File: src/rtl/lmds_map.svh
// constants for the line monitor diagnostic sequencer
`ifndef LMDS_MAP_SVH
`define LMDS_MAP_SVH
`define LMDS_TEST_MEM 4'h3
`define LMDS_TEST_ROM 4'h4
`define LMDS_TEST_INP 4'h5
`define LMDS_TEST_OUT 4'h6
`define LMDS_TEST_CNT 4'h7
`define LMDS_FAIL_WR 4'h1
`define LMDS_FAIL_CMP 4'h2
`define LMDS_PATTERN 8'h55
`define LMDS_SUB_LAST 4'hc
`define LMDS_SUB_BUZZ 4'ha
`define LMDS_DEB_NS 10000
`define LMDS_CLK_MHZ 50
`define LMDS_DEB_CYC ((`LMDS_DEB_NS * `LMDS_CLK_MHZ + 999) / 1000)
`define LMDS_STEP_CYC 16'h0040
`endif

File: src/rtl/lmds_pkg.sv
// types for the line monitor diagnostic sequencer
package lmds_pkg;
   typedef enum logic [3:0] {
      ST_IDLE, ST_MEM_WR, ST_MEM_RD, ST_MEM_WRC, ST_MEM_RDC, ST_ROM,
      ST_INP, ST_OUT, ST_CNT, ST_DONE
   } lmds_state_e;
   // seven display digits, a to f then g
   typedef struct packed {
      logic [3:0] g;
      logic [3:0] f;
      logic [3:0] e;
      logic [3:0] d;
      logic [3:0] c;
      logic [3:0] b;
      logic [3:0] a;
   } lmds_digits_s;
   // raw key inputs from the front panel
   typedef struct packed {
      logic hold;
      logic reset;
      logic total;
      logic indicator_check_key;
      logic self_check_key;
      logic buzzer_enable;
      logic function_up;
      logic function_down;
      logic automatic_reset;
      logic slot_select;
      logic error_buzzer;
   } lmds_keys_s;
   // alarm lines sampled by the input test
   typedef struct packed {
      logic multiframe_alarm;
      logic far_end_alarm;
      logic far_end_multiframe_alarm;
      logic signal_loss;
      logic all_ones_alarm;
      logic alignment_loss;
   } lmds_alarms_s;
endpackage

File: src/rtl/lmds_ram.sv
// working memory under test, registered read data
`timescale 1ns/1ps
`default_nettype none
module lmds_ram #(
   parameter int AW = 6
) (
   // clock
   input wire logic sys_clk,
   input wire logic ce,
   // port
   input wire logic we,
   input wire logic [AW-1:0] addr,
   input wire logic [7:0] wdata,
   output logic [7:0] rdata
);
   logic [7:0] mem [0:(1<<AW)-1];
   // read data is registered
   always_ff @(posedge sys_clk) begin
      if (ce) begin
         if (we) begin
            mem[addr] <= wdata;
         end
         rdata <= mem[addr];
      end
   end
endmodule
`default_nettype wire

File: src/rtl/lmds_debounce.sv
// two-stage synchroniser plus stable-count debounce for one key
`timescale 1ns/1ps
`default_nettype none
module lmds_debounce #(
   parameter int CYC = 500
) (
   // clock and reset
   input wire logic sys_clk,
   input wire logic rst_n,
   input wire logic ce,
   // key
   input wire logic raw,
   output logic clean
);
   typedef struct packed {
      logic s1;
      logic s2;
      logic [15:0] cnt;
      logic out;
   } lmds_deb_s;
   lmds_deb_s q, d;
   initial begin
      if (CYC < 1 || CYC > 65535) begin
         $error("debounce count out of range");
      end
   end
   // s1 is read only by s2
   always_comb begin
      d = q;
      d.s1 = raw;
      d.s2 = q.s1;
      if (q.s2 == q.out) begin
         d.cnt = 16'h0000;
      end else if (q.cnt == 16'(CYC - 1)) begin
         d.cnt = 16'h0000;
         d.out = q.s2;
      end else begin
         d.cnt = q.cnt + 16'h0001;
      end
   end
   always_ff @(posedge sys_clk) begin
      if (!rst_n) begin
         q <= '0;
      end else if (ce) begin
         q <= d;
      end
   end
   assign clean = q.out;
endmodule
`default_nettype wire

File: src/rtl/lmds_top.sv
// diagnostic sequencer: memory, checksum, input, output and counter tests
// What this block does
// - memory test: pattern then complement, verified
// - digit g 3; f shows 3 pass, 1/2 fail
// - program store halves summed modulo 256
// - digit g 4; sums on a-c, d-f
// - digit g 5; digits show weighted input triples, a pair on b
// - fixed key and alarm weight map per digit
// - input test advances only on reset plus indicator
// - self check also shows weight 2 digit f
// - output sub-tests: all high, all low, walking one
// - digit g 6; e,f show octal sub-test
// - hold freezes sub-test; leaves after 13 sub-tests
// - buzzer on in sub-tests 00 and 12
// - counter chain counts pulses; strobe latches, clears
// - digit g 7; total on c-f after slot key
// - three-digit output multiplexed, active-low selects
// - counter test repeats without leaving
// - tests run ascending, stop after 7
// - hold key keeps current test, except the input test
`timescale 1ns/1ps
`default_nettype none
`include "lmds_map.svh"
module lmds_top #(
   parameter int RAM_AW = 6,
   parameter int ROM_AW = 8,
   parameter int DEB_CYC = `LMDS_DEB_CYC
) (
   // clock, reset, enable
   input wire logic sys_clk,
   input wire logic rst_n,
   input wire logic ce,
   // operator interface
   input wire logic start,
   input wire lmds_pkg::lmds_keys_s keys,
   input wire lmds_pkg::lmds_alarms_s alarms,
   // program store read port
   output logic [ROM_AW-1:0] rom_addr,
   input wire logic [7:0] rom_data,
   // tester pulses
   input wire logic count_pulse,
   input wire logic latch_strobe,
   // display and outputs
   output lmds_pkg::lmds_digits_s digits,
   output logic [2:0] port_c_lines,
   output logic [7:0] port_a_lines,
   output logic buzzer,
   output logic [3:0] mux_digit,
   output logic [2:0] mux_sel_n,
   output logic test_done
);
   localparam int NK = $bits(lmds_pkg::lmds_keys_s);
   initial begin
      if (RAM_AW < 2 || RAM_AW > 12 || ROM_AW < 2 || ROM_AW > 16) begin
         $error("address width out of range");
      end
   end

   // debounced keys
   logic [NK-1:0] key_raw, key_deb;
   lmds_pkg::lmds_keys_s k;
   assign key_raw = keys;
   genvar gi;
   generate
      for (gi = 0; gi < NK; gi++) begin : g_deb
         lmds_debounce #(.CYC(DEB_CYC)) u_deb (
            .sys_clk(sys_clk),
            .rst_n(rst_n),
            .ce(ce),
            .raw(key_raw[gi]),
            .clean(key_deb[gi])
         );
      end
   endgenerate
   assign k = key_deb;

   typedef struct packed {
      lmds_pkg::lmds_state_e st;
      logic [1:0] pin_s1;       // pulse/strobe synchroniser stage 1
      logic [1:0] pin_s2;
      logic [1:0] pin_s3;       // edge reference
      logic [5:0] alm_s1;
      logic [5:0] alm_s2;
      logic start_s1;
      logic start_s2;
      logic [RAM_AW-1:0] ra;
      logic ram_we;
      logic [7:0] ram_wd;
      logic chk_v;              // compare pending
      logic [3:0] fail;
      logic [ROM_AW-1:0] rom_a;
      logic rom_v;
      logic [7:0] sum1;
      logic [7:0] sum2;
      logic [15:0] step;
      logic [3:0] sub;
      logic adv_lock;           // wait for reset+indicator release
      logic [3:0] cnt0;
      logic [3:0] cnt1;
      logic [3:0] cnt2;
      logic [3:0] cnt3;
      logic [15:0] latched;
      logic [1:0] mux_ph;
      lmds_pkg::lmds_digits_s dig;
      logic [2:0] pc;
      logic [7:0] pa;
      logic buzz;
      logic [3:0] mxd;
      logic [2:0] mxs_n;
      logic done;
   } lmds_state_s;
   lmds_state_s q, d;
   logic [7:0] ram_rd;

   lmds_ram #(.AW(RAM_AW)) u_ram (
      .sys_clk(sys_clk),
      .ce(ce),
      .we(q.ram_we),
      .addr(q.ra),
      .wdata(q.ram_wd),
      .rdata(ram_rd)
   );

   // 8-bit value to three digits of 4 bits, octal-style nibble split
   function automatic logic [11:0] split3(input logic [7:0] v);
      split3 = {2'b00, v[7:6], 1'b0, v[5:3], 1'b0, v[2:0]};
   endfunction

   always_comb begin
      logic pulse_edge;
      logic strobe_edge;
      logic last_ra;
      logic step_due;
      lmds_pkg::lmds_alarms_s al;
      pulse_edge = 1'b0;
      strobe_edge = 1'b0;
      last_ra = 1'b0;
      step_due = 1'b0;
      al = '0;
      d = q;
      d.pin_s1 = {latch_strobe, count_pulse};
      d.pin_s2 = q.pin_s1;
      d.pin_s3 = q.pin_s2;
      d.alm_s1 = alarms;
      d.alm_s2 = q.alm_s1;
      d.start_s1 = start;
      d.start_s2 = q.start_s1;
      al = q.alm_s2;
      pulse_edge = q.pin_s2[0] & ~q.pin_s3[0];
      strobe_edge = q.pin_s2[1] & ~q.pin_s3[1];
      last_ra = (q.ra == {RAM_AW{1'b1}});
      step_due = (q.step == `LMDS_STEP_CYC);
      d.ram_we = 1'b0;
      d.chk_v = 1'b0;
      d.buzz = 1'b0;
      d.step = step_due ? 16'h0000 : q.step + 16'h0001;
      case (q.st)
         lmds_pkg::ST_IDLE: begin
            d.dig = '0;
            if (q.start_s2) begin
               d.st = lmds_pkg::ST_MEM_WR;
               d.ra = '0;
               d.fail = 4'h0;
               d.done = 1'b0;
            end
         end
         // pattern pass then complement pass
         lmds_pkg::ST_MEM_WR, lmds_pkg::ST_MEM_WRC: begin
            d.dig.g = `LMDS_TEST_MEM;
            d.ram_we = 1'b1;
            d.ram_wd = (q.st == lmds_pkg::ST_MEM_WR) ? `LMDS_PATTERN : ~`LMDS_PATTERN;
            if (q.ram_we) begin
               d.ra = q.ra + 1'b1;
               if (last_ra) begin
                  d.ram_we = 1'b0;
                  d.ra = '0;
                  d.st = (q.st == lmds_pkg::ST_MEM_WR) ? lmds_pkg::ST_MEM_RD
                                                       : lmds_pkg::ST_MEM_RDC;
               end
            end
         end
         lmds_pkg::ST_MEM_RD, lmds_pkg::ST_MEM_RDC: begin
            d.dig.g = `LMDS_TEST_MEM;
            // compare read data one cycle after its address
            d.chk_v = ~q.chk_v;
            if (q.chk_v) begin
               if (ram_rd != q.ram_wd && q.fail == 4'h0) begin
                  d.fail = (q.st == lmds_pkg::ST_MEM_RD) ? `LMDS_FAIL_WR
                                                         : `LMDS_FAIL_CMP;
               end
               d.ra = q.ra + 1'b1;
               if (last_ra) begin
                  d.ra = '0;
                  if (q.st == lmds_pkg::ST_MEM_RD) begin
                     d.st = lmds_pkg::ST_MEM_WRC;
                  end else begin
                     // result shows at once, so a held test can still be read
                     d.dig.f = (d.fail == 4'h0) ? `LMDS_TEST_MEM : d.fail;
                     if (!k.hold) begin
                        d.st = lmds_pkg::ST_ROM;
                        d.rom_a = '0;
                        d.rom_v = 1'b0;
                        d.sum1 = 8'h00;
                        d.sum2 = 8'h00;
                     end else begin
                        d.ra = q.ra;
                        d.chk_v = 1'b1;
                     end
                  end
               end
            end
         end
         lmds_pkg::ST_ROM: begin
            d.dig.g = `LMDS_TEST_ROM;
            if (!q.rom_v) begin
               // store answers within the cycle: rom_data is the byte at rom_a
               if (q.rom_a[ROM_AW-1]) begin
                  d.sum2 = q.sum2 + rom_data;
               end else begin
                  d.sum1 = q.sum1 + rom_data;
               end
               // stop on the last address so no byte is summed twice
               if (q.rom_a == {ROM_AW{1'b1}}) begin
                  d.rom_v = 1'b1;
               end else begin
                  d.rom_a = q.rom_a + 1'b1;
               end
            end else begin
               d.dig[11:0] = split3(q.sum1);
               d.dig[23:12] = split3(q.sum2);
               if (!k.hold) begin
                  d.st = lmds_pkg::ST_INP;
                  d.adv_lock = 1'b1;
               end
            end
         end
         lmds_pkg::ST_INP: begin
            if (step_due) begin
               d.dig.g = `LMDS_TEST_INP;
               d.dig.a = {1'b0, k.total, k.reset, k.hold};
               d.dig.b = {2'b00, k.self_check_key, k.indicator_check_key};
               d.dig.c = {1'b0, k.function_down, k.function_up, k.buzzer_enable};
               d.dig.d = {1'b0, k.error_buzzer, k.slot_select, k.automatic_reset};
               d.dig.e = {1'b0, al.far_end_multiframe_alarm, al.far_end_alarm,
                          al.multiframe_alarm};
               d.dig.f = {1'b0, al.alignment_loss,
                          al.all_ones_alarm | k.self_check_key, al.signal_loss};
            end
            // one advance per press of the pair
            if (!(k.reset && k.indicator_check_key)) begin
               d.adv_lock = 1'b0;
            end else if (!q.adv_lock) begin
               d.st = lmds_pkg::ST_OUT;
               d.sub = 4'h0;
               d.step = 16'h0000;
            end
         end
         lmds_pkg::ST_OUT: begin
            d.dig = '0;
            d.dig.g = `LMDS_TEST_OUT;
            d.dig.e = {3'b000, q.sub[3]};
            d.dig.f = {1'b0, q.sub[2:0]};
            d.pc = 3'b000;
            d.pa = 8'h00;
            if (q.sub == 4'h0) begin
               d.pc = 3'b111;
               d.pa = 8'hff;
            end else if (q.sub >= 4'h2 && q.sub <= 4'h4) begin
               d.pc = 3'(3'b001 << (q.sub - 4'h2));
            end else if (q.sub >= 4'h5) begin
               d.pa = 8'(8'h01 << (q.sub - 4'h5));
            end
            d.buzz = (q.sub == 4'h0) || (q.sub == `LMDS_SUB_BUZZ);
            if (step_due && !k.hold) begin
               if (q.sub == `LMDS_SUB_LAST) begin
                  d.st = lmds_pkg::ST_CNT;
                  d.dig.g = `LMDS_TEST_CNT; // lines clear with digit g, never under a 6
                  d.pc = 3'b000;
                  d.pa = 8'h00;
                  d.buzz = 1'b0;
                  {d.cnt3, d.cnt2, d.cnt1, d.cnt0} = 16'h0000;
                  d.latched = 16'h0000;
               end else begin
                  d.sub = q.sub + 4'h1;
               end
            end
         end
         lmds_pkg::ST_CNT: begin
            d.dig.g = `LMDS_TEST_CNT;
            if (strobe_edge) begin
               d.latched = {q.cnt3, q.cnt2, q.cnt1, q.cnt0};
               {d.cnt3, d.cnt2, d.cnt1, d.cnt0} = 16'h0000;
            end else if (pulse_edge) begin
               // decade chain, wraps at 9999
               d.cnt0 = (q.cnt0 == 4'h9) ? 4'h0 : q.cnt0 + 4'h1;
               if (q.cnt0 == 4'h9) begin
                  d.cnt1 = (q.cnt1 == 4'h9) ? 4'h0 : q.cnt1 + 4'h1;
                  if (q.cnt1 == 4'h9) begin
                     d.cnt2 = (q.cnt2 == 4'h9) ? 4'h0 : q.cnt2 + 4'h1;
                     if (q.cnt2 == 4'h9) begin
                        d.cnt3 = (q.cnt3 == 4'h9) ? 4'h0 : q.cnt3 + 4'h1;
                     end
                  end
               end
            end
            if (k.slot_select) begin
               d.dig.c = q.latched[15:12];
               d.dig.d = q.latched[11:8];
               d.dig.e = q.latched[7:4];
               d.dig.f = q.latched[3:0];
            end
            d.done = 1'b1;
            if (k.reset && !k.hold) begin
               d.st = lmds_pkg::ST_DONE;
            end
         end
         lmds_pkg::ST_DONE: begin
            d.done = 1'b1;
            d.dig = '0;
            if (q.start_s2) begin
               d.st = lmds_pkg::ST_IDLE;
            end
         end
         default: begin
            d.st = lmds_pkg::ST_IDLE;
         end
      endcase
      // three upper decades multiplexed, one select low at a time
      if (step_due) begin
         d.mux_ph = (q.mux_ph == 2'd2) ? 2'd0 : q.mux_ph + 2'd1;
      end
      case (q.mux_ph)
         2'd0: begin
            d.mxd = q.latched[7:4];
            d.mxs_n = 3'b110;
         end
         2'd1: begin
            d.mxd = q.latched[11:8];
            d.mxs_n = 3'b101;
         end
         default: begin
            d.mxd = q.latched[15:12];
            d.mxs_n = 3'b011;
         end
      endcase
   end

   always_ff @(posedge sys_clk) begin
      if (!rst_n) begin
         q <= '0;
         q.st <= lmds_pkg::ST_IDLE;
         q.mxs_n <= 3'b111;
      end else if (ce) begin
         q <= d;
      end
   end

   // outputs straight from flip-flops
   assign rom_addr = q.rom_a;
   assign digits = q.dig;
   assign port_c_lines = q.pc;
   assign port_a_lines = q.pa;
   assign buzzer = q.buzz;
   assign mux_digit = q.mxd;
   assign mux_sel_n = q.mxs_n;
   assign test_done = q.done;
endmodule
`default_nettype wire

File: config.mk
export PLATFORM = sky130hd
export DESIGN_NAME = lmds_top
export DESIGN_NICKNAME = d
export VERILOG_FILES = /design/src/rtl/lmds_pkg.sv /design/src/rtl/lmds_ram.sv /design/src/rtl/lmds_debounce.sv /design/src/rtl/lmds_top.sv
export VERILOG_INCLUDE_DIRS = /design/src /design/src/rtl
export SDC_FILE = /design/constraint.sdc
export NUM_CORES = 1
export LEC_CHECK = 0
export ABC_AREA = 1
export BUFFER_PORTS_ARGS = -buffer_cell sky130_fd_sc_hd__buf_4
export CELL_PAD_IN_SITES_DETAIL_PLACEMENT = 2
export CELL_PAD_IN_SITES_GLOBAL_PLACEMENT = 2
export CORE_MARGIN = 2
export CORE_UTILIZATION = 39
export DETAILED_ROUTE_END_ITERATION = 7
export PLACE_DENSITY = 0.94
export SETUP_SLACK_MARGIN = 0.2
export SYNTH_ARGS = -nofsm -noshare
export SYNTH_HDL_FRONTEND = slang
export SYNTH_SLANG_ARGS = --single-unit
File: constraint.sdc
create_clock -name sys_clk -period 4.05 [get_ports sys_clk]
set_clock_uncertainty 0.2 [all_clocks]
set_input_delay 0.81 -clock sys_clk [delete_from_list [all_inputs] [get_ports sys_clk]]
set_output_delay 0.81 -clock sys_clk [all_outputs]
set_load 0.05 [all_outputs]
==> impl_metrics.py, run 1 <==
metrics = {
    "synth": {
        "synth.most_common_cell": "nand2_1",
        "synth_edf_count": 130,
        "yosys_warnings": 0,
        "synth_top_cell_by_area": "dfxtp_1",
        "post_synth_num_cell_types": 51,
        "synthTopCellsByCount": "nand2_1 (821), nor2_1 (488), dfxtp_1 (372)",
        "synth-seq-cells": 502,
        "avgSynthCellArea_um2": 7.35,
        "synthFlopType": "dfxtp_1",
        "synth-seq-area-share_pct": 45.5,
        "synth_top_area_share_pct": 29.8,
        "netlist_instances": 3397,
        "synth.area.top_cells": "dfxtp_1 (30%), edfxtp_1 (16%), nand2_1 (12%)",
        "synth-async-reset-ratio_pct": 0,
        "netlist_area_um2": 25000,
    },
    "route": {
        "wl_per_cell_um": 26.9,
        "drt-vias-per-instance": 5.92,
        "drtIter0Drc": 1945,
        "vias": 25471,
        "drcViolationCount": 0,
        "wl_met1_um": 43600,
        "drtAntennaViolNets": 0,
        "dr_wl_met3_um": 6620,
        "drt_wl_total_um": 116000,
        "wl_met2_um": 59300,
        "first_pass_iters": 6,
        "highest_layer": "met4",
    },
    "cts": {
        "cts-buffers-inserted": 57,
        "ctsHtreeMaxLevel": 2,
        "post_cts_buffers": 0,
        "clkSlewWorstSetupHoldPaths_ns": 0.06,
        "clk_path_buf_depth": 3,
        "cts_sinks": 502,
        "cts_resized": 0,
        "insertion_delay_ns": 0.66,
        "tritoncts": "built",
        "root_buffer": "clkbuf_16",
        "hold_buffers": 0,
    },
    "critical_path": {
        "critPathBufInv": 4,
        "max_stage_delay_ns": 0.53,
        "worstSetupPathType": "reg2reg",
        "worstSetupEndpointType": "flop",
        "start_kind": "flop",
        "crit_family": "simple AND/OR/NAND/NOR gates",
        "cp.arrival_ns": 3.78,
        "critPathMaxFanout": 16,
        "cp_slowest_cell": "dfxtp_1",
        "cp_data_required_time_ns": 4.44,
        "worst_path_most_repeated_cell": "nand2_1",
        "crit_chain": "inv_1 > nand2_1 > nor2_1 > buf_4 > nand2_1 > nand2_1 > inv_1 > nand2_1 > nor2_1 > buf_4 > o21ai_0 > a21oi_1",
    },
    "floorplanning": {
        "core_area_um2": 63200,
        "dieHeight_um": 257,
        "boundaryPins": 87,
        "die_w_um": 257,
        "dieArea_um2": 66100,
        "rows": 92,
        "initial_core_util_pct": 39.5,
    },
    "timing": {
        "post-route-period-util_pct": 83.8,
        "finalHoldViolCount": 0,
        "setup_viol": 0,
        "slew_viol_final": 0,
        "tightestPinTransition_ns": 0.988,
        "finalSetupTns_ns": 0,
        "grt_setup_unrepaired": "false",
        "relSlewSlack_pct": 34.1,
        "fmax_mhz": 295,
        "hold-worst-slack_ns": 0.172,
        "fin_crit_ns": 3.39,
    },
    "global_route": {
        "overflow": 0,
        "first_global_vias": 28714,
        "grt_first_pass_wirelength_um": 178000,
        "grt_max_degree": 135,
        "antenna_found_initial": 2,
        "track_usage_pct": 34.4,
    },
    "place": {
        "port_buffers": 83,
        "place.gp.congestion": 0.842,
        "dp_hpwl_um": 67800,
    },
    "pwr": {
        "total_power_mw": 13.7,
        "vdd_drop_max_mv": 0.322,
        "power_density_nw_per_um2": 488,
        "total_leakage_power_nw": 10.8,
    },
    "run_status": {
        "outcome": "complete, no violations",
    },
    "layout": {
        "drive_gt1_share_pct": 7.58,
        "fin_nets": 3490,
        "num-fill-cells": 7204,
        "area_delta_synth_final_pct": 12.3,
    },
    "hold_path": {
        "min_path_type": "in2reg",
    },
    "flow_run": {
        "cap_violations": 0,
    },
}
[kinds of logic after synthesis]
logic type | Yosys count | synth area share (%)
compound gates | 523 | 11.2
other cells | 1 | 0.0150
simple gates | 1757 | 30.0
xor+xnor | 69 | 2.42
fa+ha+maj | 50 | 2.57
flops | 502 | 45.5
buf+inv | 495 | 8.44
[layer usage]
| layer | vias to the layer above | global-route usage [%] |
|---|---|---|
| met1 | 12898 | 38.1 |
| met4 | 0 | 17.7 |
| li1 | 11085 | - |
| met2 | 1056 | 62.5 |
| met3 | 432 | 6.48 |
| met5 | - | 0 |
[report_power, final]
group	total (mW)	switching [mW]	internal (mW)
clock network	5.66	2.45	3.21
registers	5.49	0.188	5.30
logic	2.54	1.95	0.584
[registers in the layout, indices dropped and copies added (netlist names), 4 cells and up]
signal,flops
d,11
g_deb.u_deb.d,11
mux_digit,4
port_a_lines,8
u_ram.mem,128
digits,25
q,99
g_deb.u_deb.clean,11
rom_addr,8
g_deb.u_deb.q,187
[worst paths after layout]
| path | from | endpoint | slack, ns | cells past startpoint |
|---|---|---|---|---|
| max | q[169] | digits[18] | 0.66 | 12 |
| min | keys[3] | g_deb[3].u_deb.d[17] | 0.17 | 3 |
| max reg2reg | q[169] | digits[18] | 0.66 | 12 |
| min reg2reg | g_deb[8].u_deb.q[14] | g_deb[8].u_deb.q[15] | 0.27 | 2 |
[stage by stage]
| stage | instance area (um2) | utilization, % | setup WS (ns) | cells |
|---|---|---|---|---|
| 5_1_grt | 28000 | 44.4 | 0.574 | 4302 |
| 4_1_cts | 28000 | 44.4 | 0.786 | 4301 |
| 3_5_place_dp | 26100 | 41.3 | 0.968 | 4196 |
| 6_report | 28100 | 44.4 | 0.657 | 4304 |
| 2_1_floorplan | 25000 | - | 1.74 | 3399 |
| 3_3_place_gp | 26100 | 41.3 | 1.13 | 4196 |
[tightest hold or removal path, cell delays in order]
cell and delay, ns:
buf_4 0.08, nor2_1 0.03, nor2_1 0.08
[layout by cell type (no fill, tap or decap), drive strengths merged, types with 3 or more instances in the layout]
cell,n
o211ai,5
buf,109
nor3,113
nand4,63
clkinv,19
ha,48
edfxtp,130
xor2,55
or2,19
nand2,834
o221ai,3
o21bai,8
nand3b,10
a31o,7
o21ai,188
o22ai,14
a211oi,9
nor4,13
xnor2,14
a31oi,11
a21oi,263
bufinv,4
nand3,174
nor2,500
clkbuf,86
inv,331
and3,12
diode,3
dfxtp,372
o21a,8
nor3b,17
conb,3
[final cells by class]
cell class                 instances  area (um2)  share of cell area [%]
multi-input combinational       2402       11500                    41.1
sequential                       502       11400                    40.5
clock buffer                      86        1730                    6.16
inverter                         337        1280                    4.55
tap                              846        1060                    3.77
timing repair buffer             109         868                    3.10
clock inverter                    19         234                   0.834
antenna                            3        7.51                  0.0268
Note: power is estimated with default switching activity, not from simulation.
==> inputs of run 2 (changes only) <==
Settings changed: CORE_UTILIZATION 39 to 33, PLACE_DENSITY 0.94 to 0.86.
Clock period 4.05 ns to 3.1 ns, I/O delays scaled along.
==> impl_metrics.py, run 2 (same netlist as run 1, synthesis figures left out) <==
metrics = {
    "run_status": {
        "outcome": "complete, no violations",
    },
    "cts": {
        "clkSlewWorstSetupHoldPaths_ns": 0.06,
        "tritoncts": "built",
        "insertion_delay_ns": 0.64,
        "cts_sinks": 502,
        "clk_path_buf_depth": 3,
        "ctsHtreeMaxLevel": 2,
        "cts-buffers-inserted": 57,
        "root_buffer": "clkbuf_16",
    },
    "place": {
        "port_buffers": 83,
        "dp_slack_ns": 0.425,
        "place.gp.congestion": 0.834,
        "dp_hpwl_um": 60900,
        "place_area_um2": 26300,
    },
    "timing": {
        "setup_viol": 0,
        "fmax_mhz": 373,
        "tightestPinTransition_ns": 0.847,
        "slew_viol_final": 0,
        "post-route-period-util_pct": 86.6,
        "fin_crit_ns": 2.68,
        "finalHoldViolCount": 0,
        "grt_setup_unrepaired": "false",
        "relSlewSlack_pct": 43.5,
        "fin_ws_ns": 0.416,
        "finalSetupTns_ns": 0,
    },
    "pwr": {
        "total_power_mw": 17.7,
        "vdd_drop_max_mv": 0.422,
        "total_leakage_power_nw": 11.0,
        "power_density_nw_per_um2": 621,
    },
    "critical_path": {
        "cp.arrival_ns": 3.03,
        "r2r_slack_ns": 0.42,
        "r2r-start": "q[142]",
        "cp_data_required_time_ns": 3.45,
        "r2r-end": "q[115]",
        "start_kind": "flop",
        "worstSetupPathType": "reg2reg",
        "r2r_cells": 12,
        "worstSetupEndpointType": "flop",
        "cp-endpoint": "q[115]",
        "crit_path_start": "q[142]",
        "critPathMaxFanout": 27,
    },
    "layout": {
        "largest_register_ffs": 187,
        "area_delta_synth_final_pct": 14.1,
        "final_cell_mix": "nand2_1 (820), nor2_1 (488), dfxtp_1 (369), inv_1 (326), a21oi_1 (262)",
        "num-fill-cells": 8627,
        "top_register": "g_deb.u_deb.q",
        "mostFrequentLayoutCell": "nand2_1",
        "top_regs": "g_deb.u_deb.q x187, u_ram.mem x128, q x99",
        "drive_gt1_share_pct": 8.14,
        "fin_nets": 3510,
        "stdcell_area_um2": 28500,
        "diodes": 0,
    },
    "route": {
        "drtAntennaViolNets": 0,
        "vias": 23481,
        "drcViolationCount": 0,
        "wl_per_cell_um": 20.0,
        "drt-vias-per-instance": 5.28,
        "first_pass_iters": 5,
        "drt_wl_total_um": 89000,
        "drtIter0Drc": 1289,
    },
    "floorplanning": {
        "dieHeight_um": 279,
        "initial_core_util_pct": 33.4,
        "die_w_um": 279,
        "core_area_um2": 74700,
        "dieArea_um2": 77900,
        "rows": 100,
        "boundaryPins": 87,
    },
    "global_route": {
        "track_usage_pct": 22.7,
        "antenna_found_initial": 1,
        "grt_max_degree": 68,
        "first_global_vias": 25807,
        "overflow": 0,
        "grt_first_pass_wirelength_um": 143000,
    },
    "hold_path": {
        "min_path_type": "in2reg",
    },
    "flow_run": {
        "cap_violations": 0,
    },
}
run 2: cell count changes in the layout (fill, tap and decap cells not counted), sizes merged:
cell         delta
clkinv          +7
clkbuf         -11
buf            +14
clkinvlp        +1
dlygate4sd3     +6
bufinv          +6
diode           -3
run 2: how the worst min path moves through the flow:
stage / depth (start not counted) / from / to
after floorplan: 2 / q[50] / q[50]
after global placement: 1 / q[128] / q[128]
after detailed placement: 2 / q[50] / q[50]
after CTS: 3 / keys[8] / g_deb[8].u_deb.d[17]
after global routing: 3 / keys[3] / g_deb[3].u_deb.d[17]
final: 3 / keys[3] / g_deb[3].u_deb.d[17]
run 2: worst max-delay path: stages (launching register included):
cell and delay, ns:
dfxtp_1 0.35, buf_6 0.25, ha_1 0.24, nand2_1 0.09
inv_1 0.10, nand2_2 0.12, nand2_1 0.16, nand2_1 0.08
nor2_1 0.22, nand2_2 0.23, nor2_4 0.26, nand2_1 0.11
a21oi_1 0.18
run 2: metal layers:
metal	vias to the layer above	wire (um)	share of wire, %	global-route usage [%]
li1	11122	-	-	-
met1	11790	39400	44	28.4
met2	412	44000	49	40.7
met3	157	3300	3.7	2.95
met4	0	2350	2.6	6.63
met5	-	0	0	0
run 2: what timing repair did:
item	4_1_cts	5_1_grt
gates resized for setup	0	6
hold buffers	6	0
buffers inserted	0	0
setup endpoints to repair	0	9
hold endpoints to repair	6	0
run 2: cell type report:
| cell class | instances | area, um2 | area share, % |
|---|---|---|---|
| Multi-Input combinational cell | 2402 | 11500 | 40.5 |
| Sequential cell | 502 | 11400 | 39.9 |
| Clock buffer | 75 | 1590 | 5.57 |
| Inverter | 337 | 1280 | 4.50 |
| Tap cell | 969 | 1210 | 4.26 |
| Timing Repair Buffer | 129 | 1040 | 3.65 |
| Clock inverter | 33 | 479 | 1.68 |
run 2: power breakdown:
group	internal, mW	switching (mW)	total, mW
clock network	4.46	3.04	7.49
logic	0.790	2.26	3.05
registers	6.93	0.209	7.14
run 2: through the flow:
stage | std cells | util [%] | hold WS (ns)
after floorplan | 3399 | - | 0.225
after global placement | 4333 | 35.3 | 0.250
after detailed placement | 4333 | 35.3 | 0.262
after CTS | 4447 | 38.1 | 0.00885
after global routing | 4447 | 38.1 | 0.0297
final | 4447 | 38.1 | 0.0394
==> inputs of run 3 (changes only) <==
Settings changed: CORE_UTILIZATION 33 to 37, PLACE_DENSITY 0.86 to 0.91.
Clock period 3.1 ns to 2.8 ns, I/O delays scaled along.
==> impl_metrics.py, run 3 (same netlist as run 1, synthesis figures left out) <==
metrics = {
    "timing": {
        "hold-worst-slack_ns": 0.0186,
        "setup_viol": 0,
        "finalSetupTns_ns": 0,
        "tightestPinTransition_ns": 0.891,
        "fin_crit_ns": 2.61,
        "post-route-period-util_pct": 93.0,
        "finalHoldViolCount": 0,
        "slew_viol_final": 0,
        "relSlewSlack_pct": 40.1,
        "fmax_mhz": 384,
        "grt_setup_unrepaired": "true",
    },
    "layout": {
        "top_regs": "g_deb.u_deb.q x187, u_ram.mem x128, q x99",
        "largest_register_ffs": 187,
        "top_register": "g_deb.u_deb.q",
        "area_delta_synth_final_pct": 14.3,
        "fin_nets": 3540,
        "final_cell_mix": "nand2_1 (814), nor2_1 (478), dfxtp_1 (360), inv_1 (321), a21oi_1 (261)",
        "stdcell_area_um2": 28500,
        "drive_gt1_share_pct": 9.39,
        "num-fill-cells": 7692,
        "diodes": 0,
        "mostFrequentLayoutCell": "nand2_1",
    },
    "cts": {
        "ctsHtreeMaxLevel": 2,
        "tritoncts": "built",
        "clkSlewWorstSetupHoldPaths_ns": 0.07,
        "root_buffer": "clkbuf_16",
        "insertion_delay_ns": 0.67,
        "cts-buffers-inserted": 57,
        "cts_sinks": 502,
        "clk_path_buf_depth": 3,
    },
    "global_route": {
        "grt_first_pass_wirelength_um": 173000,
        "track_usage_pct": 31.5,
        "overflow": 0,
        "antenna_found_initial": 2,
        "first_global_vias": 28457,
        "grt_max_degree": 99,
    },
    "pwr": {
        "power_density_nw_per_um2": 684,
        "total_leakage_power_nw": 11.0,
        "vdd_drop_max_mv": 0.478,
    },
    "hold_path": {
        "min_path_type": "in2reg",
    },
    "floorplanning": {
        "core_area_um2": 67000,
        "initial_core_util_pct": 37.3,
        "dieArea_um2": 69600,
        "dieHeight_um": 264,
        "boundaryPins": 87,
        "rows": 95,
        "die_w_um": 264,
    },
    "critical_path": {
        "cp.arrival_ns": 2.91,
        "worstSetupEndpointType": "flop",
        "worst_path_most_repeated_cell": "nand2_1",
        "worstSetupPathType": "reg2reg",
        "max_stage_delay_ns": 0.44,
        "critPathMaxFanout": 11,
        "start_kind": "flop",
        "cp_slowest_cell": "dfxtp_1",
        "crit_chain": "nand2_1 > inv_1 > nand2_1 > nor2_1 > nand2_1 > nand2_1 > nand2_1 > nand2_2 > inv_1 > nand2_1 > a21oi_1",
        "cp_data_required_time_ns": 3.10,
    },
    "place": {
        "dp_hpwl_um": 64500,
        "port_buffers": 83,
        "place_area_um2": 26300,
        "place.gp.congestion": 0.839,
    },
    "route": {
        "drtIter0Drc": 1819,
        "drcViolationCount": 0,
        "drt_wl_total_um": 112000,
        "drt-vias-per-instance": 5.76,
        "drtAntennaViolNets": 0,
        "vias": 25225,
        "first_pass_iters": 5,
        "wl_per_cell_um": 25.5,
    },
    "run_status": {
        "outcome": "complete, no violations",
    },
    "flow_run": {
        "cap_violations": 0,
    },
}
==> run 3: changes by cell type in the layout (fill, tap and decap cells not counted), sizes merged <==
cell,delta
clkbuf,+9
inv,-1
clkinv,-4
clkinvlp,+1
buf,+18
dlygate4sd3,+12
bufinv,-8
==> run 3: layout make-up <==
type	instances	area (um2)	share of cell area, %
Clock buffer	84	1670	5.84
Clock inverter	21	208	0.728
Inverter	337	1290	4.54
Multi-Input combinational cell	2402	11600	40.7
Sequential cell	502	11400	39.8
Tap cell	873	1090	3.83
Timing Repair Buffer	159	1300	4.57
==> run 3: final timing paths <==
check,startpoint,to,slack (ns),cells after the start
worst max-delay path,g_deb[9].u_deb.q[7],g_deb[9].u_deb.q[11],0.19,11
worst max register to register,g_deb[9].u_deb.q[7],g_deb[9].u_deb.q[11],0.19,11
worst min-delay path,alarms[3],d[153],0.02,3
worst min register to register,g_deb[8].u_deb.q[14],g_deb[8].u_deb.q[15],0.27,2
==> run 3: report_power, final <==
part	internal (mW)	leakage, nW	switching, mW
clock network	4.32	0.916	3.55
logic	0.926	5.87	2.76
registers	7.68	4.25	0.285
total	12.9	11.0	6.60
==> run 3: per-stage QoR <==
stage / cells / setup slack (ns) / total power, mW / util (%)
floorplan: 3399 / 0.647 / 10.3 / -
CTS: 4375 / 0.207 / 19.5 / 42.5
global placement: 4251 / 0.358 / 11.1 / 39.3
detailed placement: 4251 / 0.0742 / 11.4 / 39.3
global route: 4378 / 0.142 / 20.1 / 42.6
finish: 4378 / 0.195 / 19.5 / 42.6
==> run 3: critical path: cells and delay by family (launching register included) <==
family,cells,cell delay (ns)
buffers and inverters,2,0.35
and+or+nand+nor,8,1.39
AOI/OAI and AO/OA,1,0.08
DFF,1,0.44
==> run 3: repair_timing <==
action	CTS	global route
hold endpoints to repair	18	0
setup endpoints to repair	100	87
hold buffers	18	0
gates resized for setup	31	24
pin swaps	1	2
cloned	0	0
setup buffers	1	3
==> run 3: metal layers <==
metal | wire length (um) | GRT usage [%] | up-vias
li1 | - | - | 11172
met1 | 44300 | 36.2 | 12842
met2 | 57100 | 57.8 | 878
met3 | 5210 | 4.59 | 331
met4 | 4930 | 13.7 | 2
met5 | 13 | 0 | -
